File: src/hdl/bsp_pkg.sv
// Purpose: constants for the sample/bypass scan port
// Assumes: tck sampled by clk_sys at 10 MHz
// Notes: instruction codes and chain widths
package bsp_pkg;
  localparam int BSP_IR_W = 3;
  localparam int BSP_BSR_W = 69;
  localparam logic [2:0] BSP_IR_EXTEST = 3'h0;
  localparam logic [2:0] BSP_IR_IDCODE = 3'h1;
  localparam logic [2:0] BSP_IR_SAMPLEZ = 3'h2;
  localparam logic [2:0] BSP_IR_SAMPLE = 3'h4;
  localparam logic [2:0] BSP_IR_BYPASS = 3'h7;
  localparam logic [1:0] BSP_IR_CAPTURE = 2'h1;
  localparam int BSP_ID_W = 32;
  // neutral identity value, arbitrary
  localparam logic [31:0] BSP_ID_DEFAULT = 32'h0000_0001;
  localparam int BSP_TMS_RESET_HITS = 5;
  typedef enum logic [15:0] {
    ST_RESET = 16'h0001, ST_IDLE = 16'h0002, ST_SEL_DR = 16'h0004, ST_CAP_DR = 16'h0008,
    ST_SH_DR = 16'h0010, ST_EX1_DR = 16'h0020, ST_PAU_DR = 16'h0040, ST_EX2_DR = 16'h0080,
    ST_UPD_DR = 16'h0100, ST_SEL_IR = 16'h0200, ST_CAP_IR = 16'h0400, ST_SH_IR = 16'h0800,
    ST_EX1_IR = 16'h1000, ST_PAU_IR = 16'h2000, ST_EX2_IR = 16'h4000, ST_UPD_IR = 16'h8000
  } bsp_state_t;
endpackage : bsp_pkg

File: src/hdl/bsp_sync.sv
// Purpose: two-flop synchroniser for a bus of levels
// Assumes: inputs asynchronous to clk_sys
// Notes: first stage feeds only the second
`timescale 1ns/1ps
module bsp_sync #(
  parameter int W = 1
) (
  input wire logic clk_sys,
  input wire logic reset_n,
  input wire logic clk_en,
  input wire logic [W-1:0] async_in,
  output logic [W-1:0] sync_out
);
  logic [W-1:0] meta_q;
  always_ff @(posedge clk_sys or negedge reset_n) begin
    if (!reset_n) begin
      meta_q <= '0;
      sync_out <= '0;
    end else if (clk_en) begin
      meta_q <= async_in;
      sync_out <= meta_q;
    end
  end
endmodule : bsp_sync

File: src/hdl/bsp_tap.sv
// Purpose: scan test port with sample and bypass data paths
// Assumes: tck well below clk_sys; clk_sys samples every pin
// Notes: tck edges are found from the synchronised level
//
// Notes on behaviour
// - capture-dr under sample latches all input and bidirectional pin levels
// - no preload: shifted chain bits never reach pins or logic
// - shift-dr after sample capture shifts chain out, one bit per tck
// - update-dr under sample does nothing, same as pause-dr
// - bypass in shift-dr routes tdi to tdo through one-bit register
// - code 100 is sample, 111 bypass; 011, 101, 110 reserved
// - instruction register is three bits, shifted from tdi toward tdo
// - boundary chain 69 bits, msb at tdi, lsb drives tdo
// - tdi and tms taken on tck rise, tdo changes on tck fall
`timescale 1ns/1ps
module bsp_tap
  import bsp_pkg::*;
#(
  parameter int BSR_W = BSP_BSR_W,
  parameter logic [31:0] ID_VALUE = BSP_ID_DEFAULT
) (
  // system
  input wire logic clk_sys,
  input wire logic reset_n,
  input wire logic clk_en,
  // scan pins
  input wire logic tck,
  input wire logic tms,
  input wire logic tdi,
  output logic tdo,
  output logic tdo_oe_n,
  // pin levels presented to the boundary chain, bit 0 nearest tdo
  input wire logic [BSR_W-1:0] pin_levels,
  // instruction in force, for the rest of the device
  output logic [BSP_IR_W-1:0] instr_active
);
  // ----------------------------------------
  // input sampling
  // ----------------------------------------
  // tck, tms and tdi share one synchroniser, so the data pins are seen in the same
  // clk_sys cycle as the tck level that qualifies them; tdi may flip at the tck fall
  logic [2:0] raw_in;
  logic [2:0] sync_in;
  logic tck_prev_q;
  logic [BSR_W-1:0] pins_s;
  assign raw_in = {tck, tms, tdi};
  bsp_sync #(.W(3)) u_sync_ctl (
    .clk_sys(clk_sys), .reset_n(reset_n), .clk_en(clk_en),
    .async_in(raw_in), .sync_out(sync_in)
  );
  // the pins ride their own synchroniser; a pin moving near capture may land either
  // way, which is why a free-running memory clock bit cannot be trusted
  bsp_sync #(.W(BSR_W)) u_sync_pins (
    .clk_sys(clk_sys), .reset_n(reset_n), .clk_en(clk_en),
    .async_in(pin_levels), .sync_out(pins_s)
  );
  wire tck_s = sync_in[2];
  wire tms_s = sync_in[1];
  wire tdi_s = sync_in[0];
  // edge strobes last one clk_sys cycle; the previous level starts at the idle low of tck
  wire tck_rise = tck_s & ~tck_prev_q;
  wire tck_fall = ~tck_s & tck_prev_q;
  wire tck_step = clk_en & tck_rise;
  wire tck_drop = clk_en & tck_fall;

  // ----------------------------------------
  // controller
  // ----------------------------------------
  // plain sixteen-state walk; five rises with tms high reach reset from any state,
  // which is how the far side recovers from a scan abandoned half way
  // the walk advances only on a detected tck rise, so tms is read once per tck
  // even though clk_sys sees each tck level for several cycles
  bsp_state_t st_q, st_d;
  always_comb begin
    case (st_q)
      ST_RESET: st_d = tms_s ? ST_RESET : ST_IDLE;
      ST_IDLE: st_d = tms_s ? ST_SEL_DR : ST_IDLE;
      ST_SEL_DR: st_d = tms_s ? ST_SEL_IR : ST_CAP_DR;
      ST_CAP_DR: st_d = tms_s ? ST_EX1_DR : ST_SH_DR;
      ST_SH_DR: st_d = tms_s ? ST_EX1_DR : ST_SH_DR;
      ST_EX1_DR: st_d = tms_s ? ST_UPD_DR : ST_PAU_DR;
      ST_PAU_DR: st_d = tms_s ? ST_EX2_DR : ST_PAU_DR;
      ST_EX2_DR: st_d = tms_s ? ST_UPD_DR : ST_SH_DR;
      ST_UPD_DR: st_d = tms_s ? ST_SEL_DR : ST_IDLE;
      ST_SEL_IR: st_d = tms_s ? ST_RESET : ST_CAP_IR;
      ST_CAP_IR: st_d = tms_s ? ST_EX1_IR : ST_SH_IR;
      ST_SH_IR: st_d = tms_s ? ST_EX1_IR : ST_SH_IR;
      ST_EX1_IR: st_d = tms_s ? ST_UPD_IR : ST_PAU_IR;
      ST_PAU_IR: st_d = tms_s ? ST_EX2_IR : ST_PAU_IR;
      ST_EX2_IR: st_d = tms_s ? ST_UPD_IR : ST_SH_IR;
      ST_UPD_IR: st_d = tms_s ? ST_SEL_DR : ST_IDLE;
      default: st_d = ST_RESET;
    endcase
  end

  // ----------------------------------------
  // instruction decode
  // ----------------------------------------
  logic [BSP_IR_W-1:0] ir_sh_q;
  logic [BSR_W-1:0] bsr_q;
  logic [BSP_ID_W-1:0] id_q;
  logic byp_q;
  // extest and sample-z also capture the ring here; reserved codes fall to bypass
  wire sel_bsr = (instr_active == BSP_IR_SAMPLE) || (instr_active == BSP_IR_EXTEST)
              || (instr_active == BSP_IR_SAMPLEZ);
  wire sel_id = (instr_active == BSP_IR_IDCODE);
  wire sel_byp = ~sel_bsr & ~sel_id;
  wire in_shift = (st_q == ST_SH_DR) || (st_q == ST_SH_IR);
  wire dr_bit = sel_bsr ? bsr_q[0] : (sel_id ? id_q[0] : byp_q);
  wire out_bit = (st_q == ST_SH_IR) ? ir_sh_q[0] : dr_bit;

  always_ff @(posedge clk_sys or negedge reset_n) begin
    if (!reset_n) begin
      tck_prev_q <= 1'b0;
      st_q <= ST_RESET;
    end else if (clk_en) begin
      tck_prev_q <= tck_s;
      if (tck_rise) st_q <= st_d;
    end
  end

  // ----------------------------------------
  // instruction register
  // ----------------------------------------
  // the shift stage and the instruction in force are kept apart, so a half-shifted
  // code never reaches the decoder; only update-ir moves it across
  wire tap_reset = (st_q == ST_RESET);
  wire ir_capture = (st_q == ST_CAP_IR);
  wire ir_shift = (st_q == ST_SH_IR);
  wire ir_update = (st_q == ST_UPD_IR);
  // capture loads the fixed 01 pattern so a broken serial path shows up at once
  logic [BSP_IR_W-1:0] ir_sh_d;
  assign ir_sh_d = ir_capture ? {1'b0, BSP_IR_CAPTURE} : {tdi_s, ir_sh_q[BSP_IR_W-1:1]};

  always_ff @(posedge clk_sys or negedge reset_n) begin
    if (!reset_n) begin
      ir_sh_q <= '0;
    end else if (tck_step && (ir_capture || ir_shift)) begin
      ir_sh_q <= ir_sh_d;
    end
  end

  // reset and update never coincide; reset is listed first as the safe choice
  always_ff @(posedge clk_sys or negedge reset_n) begin
    if (!reset_n) begin
      instr_active <= BSP_IR_IDCODE;
    end else if (tck_step && tap_reset) begin
      instr_active <= BSP_IR_IDCODE;
    end else if (tck_step && ir_update) begin
      instr_active <= ir_sh_q;
    end
  end

  // ----------------------------------------
  // data registers
  // ----------------------------------------
  // the chain has no update stage at all, so nothing shifted in can leave it;
  // the pins and the rest of the device never see bsr_q
  wire dr_capture = (st_q == ST_CAP_DR);
  wire dr_shift = (st_q == ST_SH_DR);
  // update-dr and pause-dr fall outside both strobes, so every register holds
  wire dr_move = dr_capture | dr_shift;
  logic [BSR_W-1:0] bsr_d;
  logic [BSP_ID_W-1:0] id_d;
  logic byp_d;
  assign bsr_d = dr_capture ? pins_s : {tdi_s, bsr_q[BSR_W-1:1]};
  assign id_d = dr_capture ? ID_VALUE : {tdi_s, id_q[BSP_ID_W-1:1]};
  // bypass captures a zero, then delays tdi by exactly one tck
  assign byp_d = dr_capture ? 1'b0 : tdi_s;

  always_ff @(posedge clk_sys or negedge reset_n) begin
    if (!reset_n) begin
      bsr_q <= '0;
    end else if (tck_step && dr_move && sel_bsr) begin
      bsr_q <= bsr_d;
    end
  end

  always_ff @(posedge clk_sys or negedge reset_n) begin
    if (!reset_n) begin
      id_q <= '0;
    end else if (tck_step && dr_move && sel_id) begin
      id_q <= id_d;
    end
  end

  always_ff @(posedge clk_sys or negedge reset_n) begin
    if (!reset_n) begin
      byp_q <= 1'b0;
    end else if (tck_step && dr_move && sel_byp) begin
      byp_q <= byp_d;
    end
  end

  // ----------------------------------------
  // tdo driver
  // ----------------------------------------
  // tdo moves only at a detected fall, half a tck after the rise that shifted the
  // chain, so the far side always samples a settled bit at its next rise
  wire tdo_oe_n_d = ~in_shift;
  always_ff @(posedge clk_sys or negedge reset_n) begin
    if (!reset_n) begin
      tdo <= 1'b0;
    end else if (tck_drop) begin
      tdo <= out_bit;
    end
  end

  // the enable follows the state at the same fall, so tdo and its enable switch together;
  // it starts high so the pin stays released from power-up
  always_ff @(posedge clk_sys or negedge reset_n) begin
    if (!reset_n) begin
      tdo_oe_n <= 1'b1;
    end else if (tck_drop) begin
      tdo_oe_n <= tdo_oe_n_d;
    end
  end
endmodule : bsp_tap

File: config.mk
export PLATFORM = sky130hd
export DESIGN_NAME = bsp_tap
export DESIGN_NICKNAME = d
export VERILOG_FILES = /design/src/hdl/bsp_pkg.sv /design/src/hdl/bsp_sync.sv /design/src/hdl/bsp_tap.sv
export SDC_FILE = /design/constraint.sdc
export NUM_CORES = 1
export LEC_CHECK = 0
export BUFFER_PORTS_ARGS = -buffer_cell sky130_fd_sc_hd__buf_4
export CORE_UTILIZATION = 50
export CTS_CLUSTER_DIAMETER = 200
export DETAILED_ROUTE_END_ITERATION = 8
export PLACE_DENSITY = 0.71
export SLEW_MARGIN = 20
export SYNTH_ARGS = -nofsm -noshare
export SYNTH_HDL_FRONTEND = slang
export SYNTH_HIERARCHICAL = 1
export SYNTH_SLANG_ARGS = --single-unit
File: constraint.sdc
create_clock -name clk_sys -period 2.84 [get_ports clk_sys]
set_input_delay 0.426 -clock clk_sys [delete_from_list [all_inputs] [get_ports clk_sys]]
set_output_delay 0.426 -clock clk_sys [all_outputs]
set_load 0.02 [all_outputs]
==> results of run 1 <==
power groups by stage:
stage	logic, uW	registers [uW]	clock network [uW]
floorplan	623	4360	0
global placement	892	4420	0
CTS	910	4360	3620
detailed placement	903	4420	0
global route	990	4400	3760
finish	896	4350	3520
worst max-delay path by stage:
stage                         from         end  slack [ns]
after floorplan            st_q[5]  ir_sh_q[2]        0.81
after global placement    st_q[11]    id_q[13]        0.47
after detailed placement   st_q[9]   bsr_q[10]        0.37
after CTS                  st_q[9]    bsr_q[4]        0.35
after global routing       st_q[9]   bsr_q[35]        0.19
final                      st_q[9]   bsr_q[10]        0.38
flip-flops by register name (all words and copies together), names as in the netlist:
| signal | flops |
|---|---|
| u_sync_ctl/sync_out | 3 |
| ir_sh_q | 3 |
| instr_active | 3 |
| tdo | 1 |
| byp_q | 1 |
| u_sync_pins/meta_q | 69 |
| u_sync_pins/sync_out | 69 |
| tck_prev_q | 1 |
| tdo_oe_n | 1 |
| bsr_q | 69 |
| st_q | 16 |
| id_q | 32 |
| u_sync_ctl/meta_q | 3 |
repair_timing:
| item | 4_1_cts | 5_1_grt |
|---|---|---|
| hold buffers | 1 | 0 |
| hold endpoints to repair | 71 | 0 |
| buffers inserted | 0 | 0 |
worst max-delay path, delay by kind of cell, from the launching register on:
family	cells	cell delay [ns]
buf+inv	1	0.34
compound gates	2	0.41
simple gates	2	1.11
flops	1	0.44
layer usage:
layer	up-vias	wire, um
li1	3385	-
met1	3459	9793
met2	87	9126
met3	37	650
met4	0	393
met5	-	0
placed cells by master (no fill, tap or decap), drive strengths merged, types with 4 or more instances in the layout:
| cell type | count |
|---|---|
| nand2 | 160 |
| nor2 | 15 |
| nor4b | 4 |
| clkbuf | 46 |
| nor4 | 7 |
| nand3b | 4 |
| mux2 | 144 |
| nand2b | 5 |
| buf | 95 |
| nand4 | 4 |
| o211ai | 5 |
| nand3 | 7 |
| o31ai | 5 |
| mux2i | 69 |
| inv | 5 |
| o21ai | 112 |
| dfrtp | 268 |
| clkinv | 4 |
cell families after synthesis:
| group | Yosys count | synth area share, % |
|---|---|---|
| DFF | 271 | 58.68 |
| and+or+nand+nor | 224 | 9.240 |
| muxes | 213 | 20.19 |
| AOI/OAI and AO/OA | 145 | 7.737 |
| buffers and inverters | 62 | 3.614 |
| xor gates and xnor gates | 6 | 0.4545 |
| adders and majority gates | 1 | 0.08656 |
final cells by class:
| cell class | instances | area (sq um) | share of cell area (%) |
|---|---|---|---|
| inverters | 4 | 15.01 | 0.1135 |
| multi-input cells | 589 | 4363 | 32.99 |
| clock inverters | 6 | 36.28 | 0.2744 |
| well taps | 285 | 356.6 | 2.696 |
| flip-flops and latches | 271 | 6785 | 51.31 |
| clock buffers | 46 | 859.6 | 6.500 |
| repair buffers | 96 | 809.5 | 6.121 |
through the flow:
step | utilization (%) | power [uW] | hold slack (ns) | cells
floorplan | - | 4979 | 0.1304 | 922
global placement | 54.41 | 5307 | 0.4446 | 1244
CTS | 58.41 | 8883 | 0.09179 | 1297
detailed placement | 54.41 | 5328 | 0.4538 | 1244
global route | 58.41 | 9148 | 0.09942 | 1297
finish | 58.41 | 8770 | 0.1121 | 1297
==> impl_metrics.yaml, run 1 <==
clock_tree:
  numCtsBuffers: 29
  max-clock-path-buffers: 3
  clk_latency_ns: 0.54
  cts_tree: "done"
  cts.sinks: 271
  htree_levels: 1
  clk_pin_slew_ns: 0.06
  clock-root-buffer: "clkbuf_16"
  cts_resized: 0
yosys:
  synth_nets: 997
  synth_area_per_cell_sq_um: 12.54
  yosysTopAreaCellShare_pct: 58.00
  syn_inst: 922
  synth_edf_count: 0
  synthFlopType: "dfrtp_1"
  yosysSeqAreaShare_pct: 58.68
  yosysMostFrequentCell: "dfrtp_1"
  syn-cell-area_sq_um: 11560
  synth-async-reset-ratio_pct: 100.0
  synth_cell_types: 59
  synthTopCellsByArea: "dfrtp_1 58%, mux2_2 13%, mux2i_1 6.0%"
  synth-seq-cells: 271
  ys_warn_count: 6
  synth_area_leader_cell: "dfrtp_1"
  synthTopCellsByCount: "268 x dfrtp_1, 159 x nand2_1, 138 x mux2_2"
floorplan:
  num_rows: 55
  core_sq_um: 22640
  start_util_pct: 51.07
  pin_count: 80
  die_area_sq_um: 23740
  die_h_um: 154.1
  die_w_um: 154.1
detailed_routing:
  via_count: 6968
  drt-wirelength-per-cell_um: 15.39
  dr.pass1.iters: 4
  drcViolationCount: 0
  routed_wl_um: 19960
  ant_nets: 0
  drt_iter0_drc: 296
  viasPerCell: 5.372
pwr:
  pwr-share-seq_pct: 49.6
  sw_frac_of_total_pct: 23.76
  comb_power_share_pct: 10.2
  p_sw_uw: 2083
  p_int_uw: 6687
  power.density_nw_per_um2: 663.1
  p_leak_uw: 0.005562
  pwr-share-clk_pct: 40.1
  ir_drop_uv: 449.3
critical_path:
  reg2reg_depth: 5
  required_ns: 3.29
  critical_path.cell_chain: "nor4_4 -> and4_1 -> o211ai_4 -> buf_4 -> o21ai_0"
  crit_type: "reg2reg"
  r2r_slack_ns: 0.38
  start_kind: "flip-flop"
  crit_slowest_cell: "and4_1"
  worstReg2RegStart: "st_q[9]"
  cp-end-kind: "flip-flop"
  critPathArrivalTime_ns: 2.90
  r2r-end: "bsr_q[10]"
  worstPathMaxFanout: 69
  critPathMaxStageDelay_ns: 0.58
grt:
  grt_antenna_before_repair: 0
  use_met2_pct: 28.14
  track_usage_pct: 17.78
  grt_max_degree: 143
  overflow: 0
  first_global_vias: 7072
  use_met3_pct: 2.706
  met1_usage_pct: 25.44
  busiest_layer: "met2"
  grt_pass1_wl_um: 34910
sta:
  worst_slew_pin_slew_ns: 0.8383
  setup_slack_ns: 0.3841
  hold_violations: 0
  fin_skew_ns: 0.01197
  fmax_mhz: 407.2
  period_minus_slack_ns: 2.456
  rsz0062_at_grt: "false"
  fin_crit_sh_pct: 86.48
  slew_headroom_pct: 44.11
  drv_slew: 0
  setup-tns-final_ns: 0
  setup_viol: 0
place:
  pre_cts_ws_ns: 0.3708
  gp_congestion: 0.8186
  dpl_cell_area_sq_um: 12320
  port_buffers: 79
  hpwl_um: 12110
layout:
  fin_area_sq_um: 13230
  nFillCells: 1831
  nets: 1066
  antennaDiodeCount: 0
  drive_gt1_share_pct: 30.43
  area.growth.synth_to_final_pct: 14.37
min_path:
  min-delay-start: "pin_levels[39]"
  holdPathStages: 2
  worstHoldPathType: "in2reg"
  hold_end: "u_sync_pins/meta_q[39]"
run_status:
  status: "finished, final reports clean"
job:
  cap_violations: 0
Note: power is estimated with default switching activity, not from simulation.
==> inputs of run 2 (changes only) <==
--- a/config.mk
+++ b/config.mk
@@ -5,7 +5,7 @@
 export SDC_FILE = /design/constraint.sdc
 export NUM_CORES = 1
 export LEC_CHECK = 0
-export BUFFER_PORTS_ARGS = -buffer_cell sky130_fd_sc_hd__buf_4
+export BUFFER_PORTS_ARGS = -buffer_cell sky130_fd_sc_hd__clkbuf_2
 export CORE_UTILIZATION = 50
 export CTS_CLUSTER_DIAMETER = 200
 export DETAILED_ROUTE_END_ITERATION = 8
==> impl_metrics.yaml, run 2 (synthesis results as in run 1) <==
run_status:
  status: "finished, final reports clean"
sta:
  fmax_mhz: 408.5
  fin_skew_ns: 0.01130
  setup-tns-final_ns: 0
  worst_slew_pin_slew_ns: 0.8545
  drv_slew: 0
  hold_violations: 0
  period_minus_slack_ns: 2.448
  fin_crit_sh_pct: 86.19
  setup_viol: 0
  slew_headroom_pct: 43.04
  setup_slack_ns: 0.3922
  rsz0062_at_grt: "false"
clock_tree:
  numCtsBuffers: 28
  clk_latency_ns: 0.54
  htree_levels: 1
  cts.sinks: 271
  max-clock-path-buffers: 3
  clk_pin_slew_ns: 0.06
  clock-root-buffer: "clkbuf_16"
  post_cts_buffers: 0
  cts_tree: "done"
grt:
  overflow: 0
  grt_antenna_before_repair: 0
  first_global_vias: 7015
  grt_pass1_wl_um: 34750
  grt_max_degree: 143
  track_usage_pct: 17.68
detailed_routing:
  viasPerCell: 5.333
  routed_wl_um: 20100
  drt-wirelength-per-cell_um: 15.51
  ant_nets: 0
  drt_iter0_drc: 361
  drcViolationCount: 0
  via_count: 6912
  dr.pass1.iters: 4
layout:
  finalNonFillerCells: 1296
  nets: 1067
  largest_registers: "bsr_q (69), u_sync_pins/meta_q (69), u_sync_pins/sync_out (69)"
  antennaDiodeCount: 0
  area.growth.synth_to_final_pct: 13.47
  final_cell_mix: "268 x dfrtp_1, 159 x nand2_1, 138 x mux2_2, 77 x clkbuf_2, 69 x mux2i_1"
  drive_gt1_share_pct: 30.86
  final_common_cell: "dfrtp_1"
min_path:
  worstHoldPathType: "in2reg"
job:
  cap_violations: 0
critical_path:
  required_ns: 3.23
  worstPathMaxFanout: 69
  critPathArrivalTime_ns: 2.84
  crit_type: "reg2reg"
  start_kind: "flip-flop"
  cp-end-kind: "flip-flop"
floorplan:
  start_util_pct: 51.07
  die_w_um: 154.1
  die_h_um: 154.1
  core_sq_um: 22640
  num_rows: 55
  die_area_sq_um: 23740
  pin_count: 80
place:
  hpwl_um: 12230
  pre_cts_ws_ns: 0.4203
  gp_congestion: 0.8828
  dp_cells: 1246
  port_buffers: 79
pwr:
  p_leak_uw: 0.005552
  power.density_nw_per_um2: 694.6
  ir_drop_uv: 465.4
==> run 2: cell types whose count changed in the layout (fill, tap and decap cells not counted), sizes merged <==
cell | before | now
clkbuf | 46 | 116
buf | 95 | 20
bufinv | 0 | 5
inv | 5 | 4
==> run 2: worst paths after layout <==
kind / startpoint / endpoint / depth (start not counted) / slack (ns)
worst max-delay path: st_q[9] / bsr_q[62] / 6 / 0.39
worst min-delay path: pin_levels[41] / u_sync_pins/meta_q[41] / 2 / 0.11
worst max register to register: st_q[9] / bsr_q[62] / 6 / 0.39
worst min register to register: bsr_q[21] / bsr_q[21] / 2 / 0.48
max in group asynchronous: reset_n / bsr_q[14] / 3 / 1.44
min in group asynchronous: reset_n / ir_sh_q[2] / 2 / 0.46
==> run 2: repair_timing <==
action	CTS	global route
gates resized for setup	0	0
hold buffers	1	0
hold endpoints to repair	75	0
==> run 2: metrics by stage <==
step	hold slack (ns)	area [sq um]	utilization (%)	total power [uW]
final	0.1090	13120	57.96	9114
after global routing	0.09499	13120	57.96	9494
after CTS	0.09053	13120	57.96	9229
after detailed placement	0.4658	12120	53.52	5303
after global placement	0.4599	12120	53.52	5280
after floorplan	0.1304	11560	-	4979
==> run 2: power breakdown <==
part           internal (uW)  switching [uW]
logic                    437             431
clock network           2420            1470
registers               4160             197
total                   7010            2100
==> run 2: layer usage <==
layer | vias to the layer above | GRT usage (%) | part of all wire (%)
met4 | 0 | 4.524 | 1.9
li1 | 3368 | - | -
met2 | 124 | 27.90 | 46
met5 | - | 0 | 0
met3 | 33 | 2.931 | 4.3
met1 | 3387 | 25.50 | 48
==> run 2: critical path, cell delays in order, from the launching register on <==
cell	delay, ns
dfrtp_1	0.45
nor4_4	0.53
and4_1	0.56
o211ai_4	0.12
buf_4	0.37
nand2_1	0.16
o21ai_0	0.10
==> run 2: layout make-up <==
class,count,area (sq um)
clock buffers,39,802.0
clock inverters,10,192.7
fillers,1827,9519
inverters,4,15.01
multi-input cells,589,4363
flip-flops and latches,271,6785
well taps,285,356.6
repair buffers,98,606.8
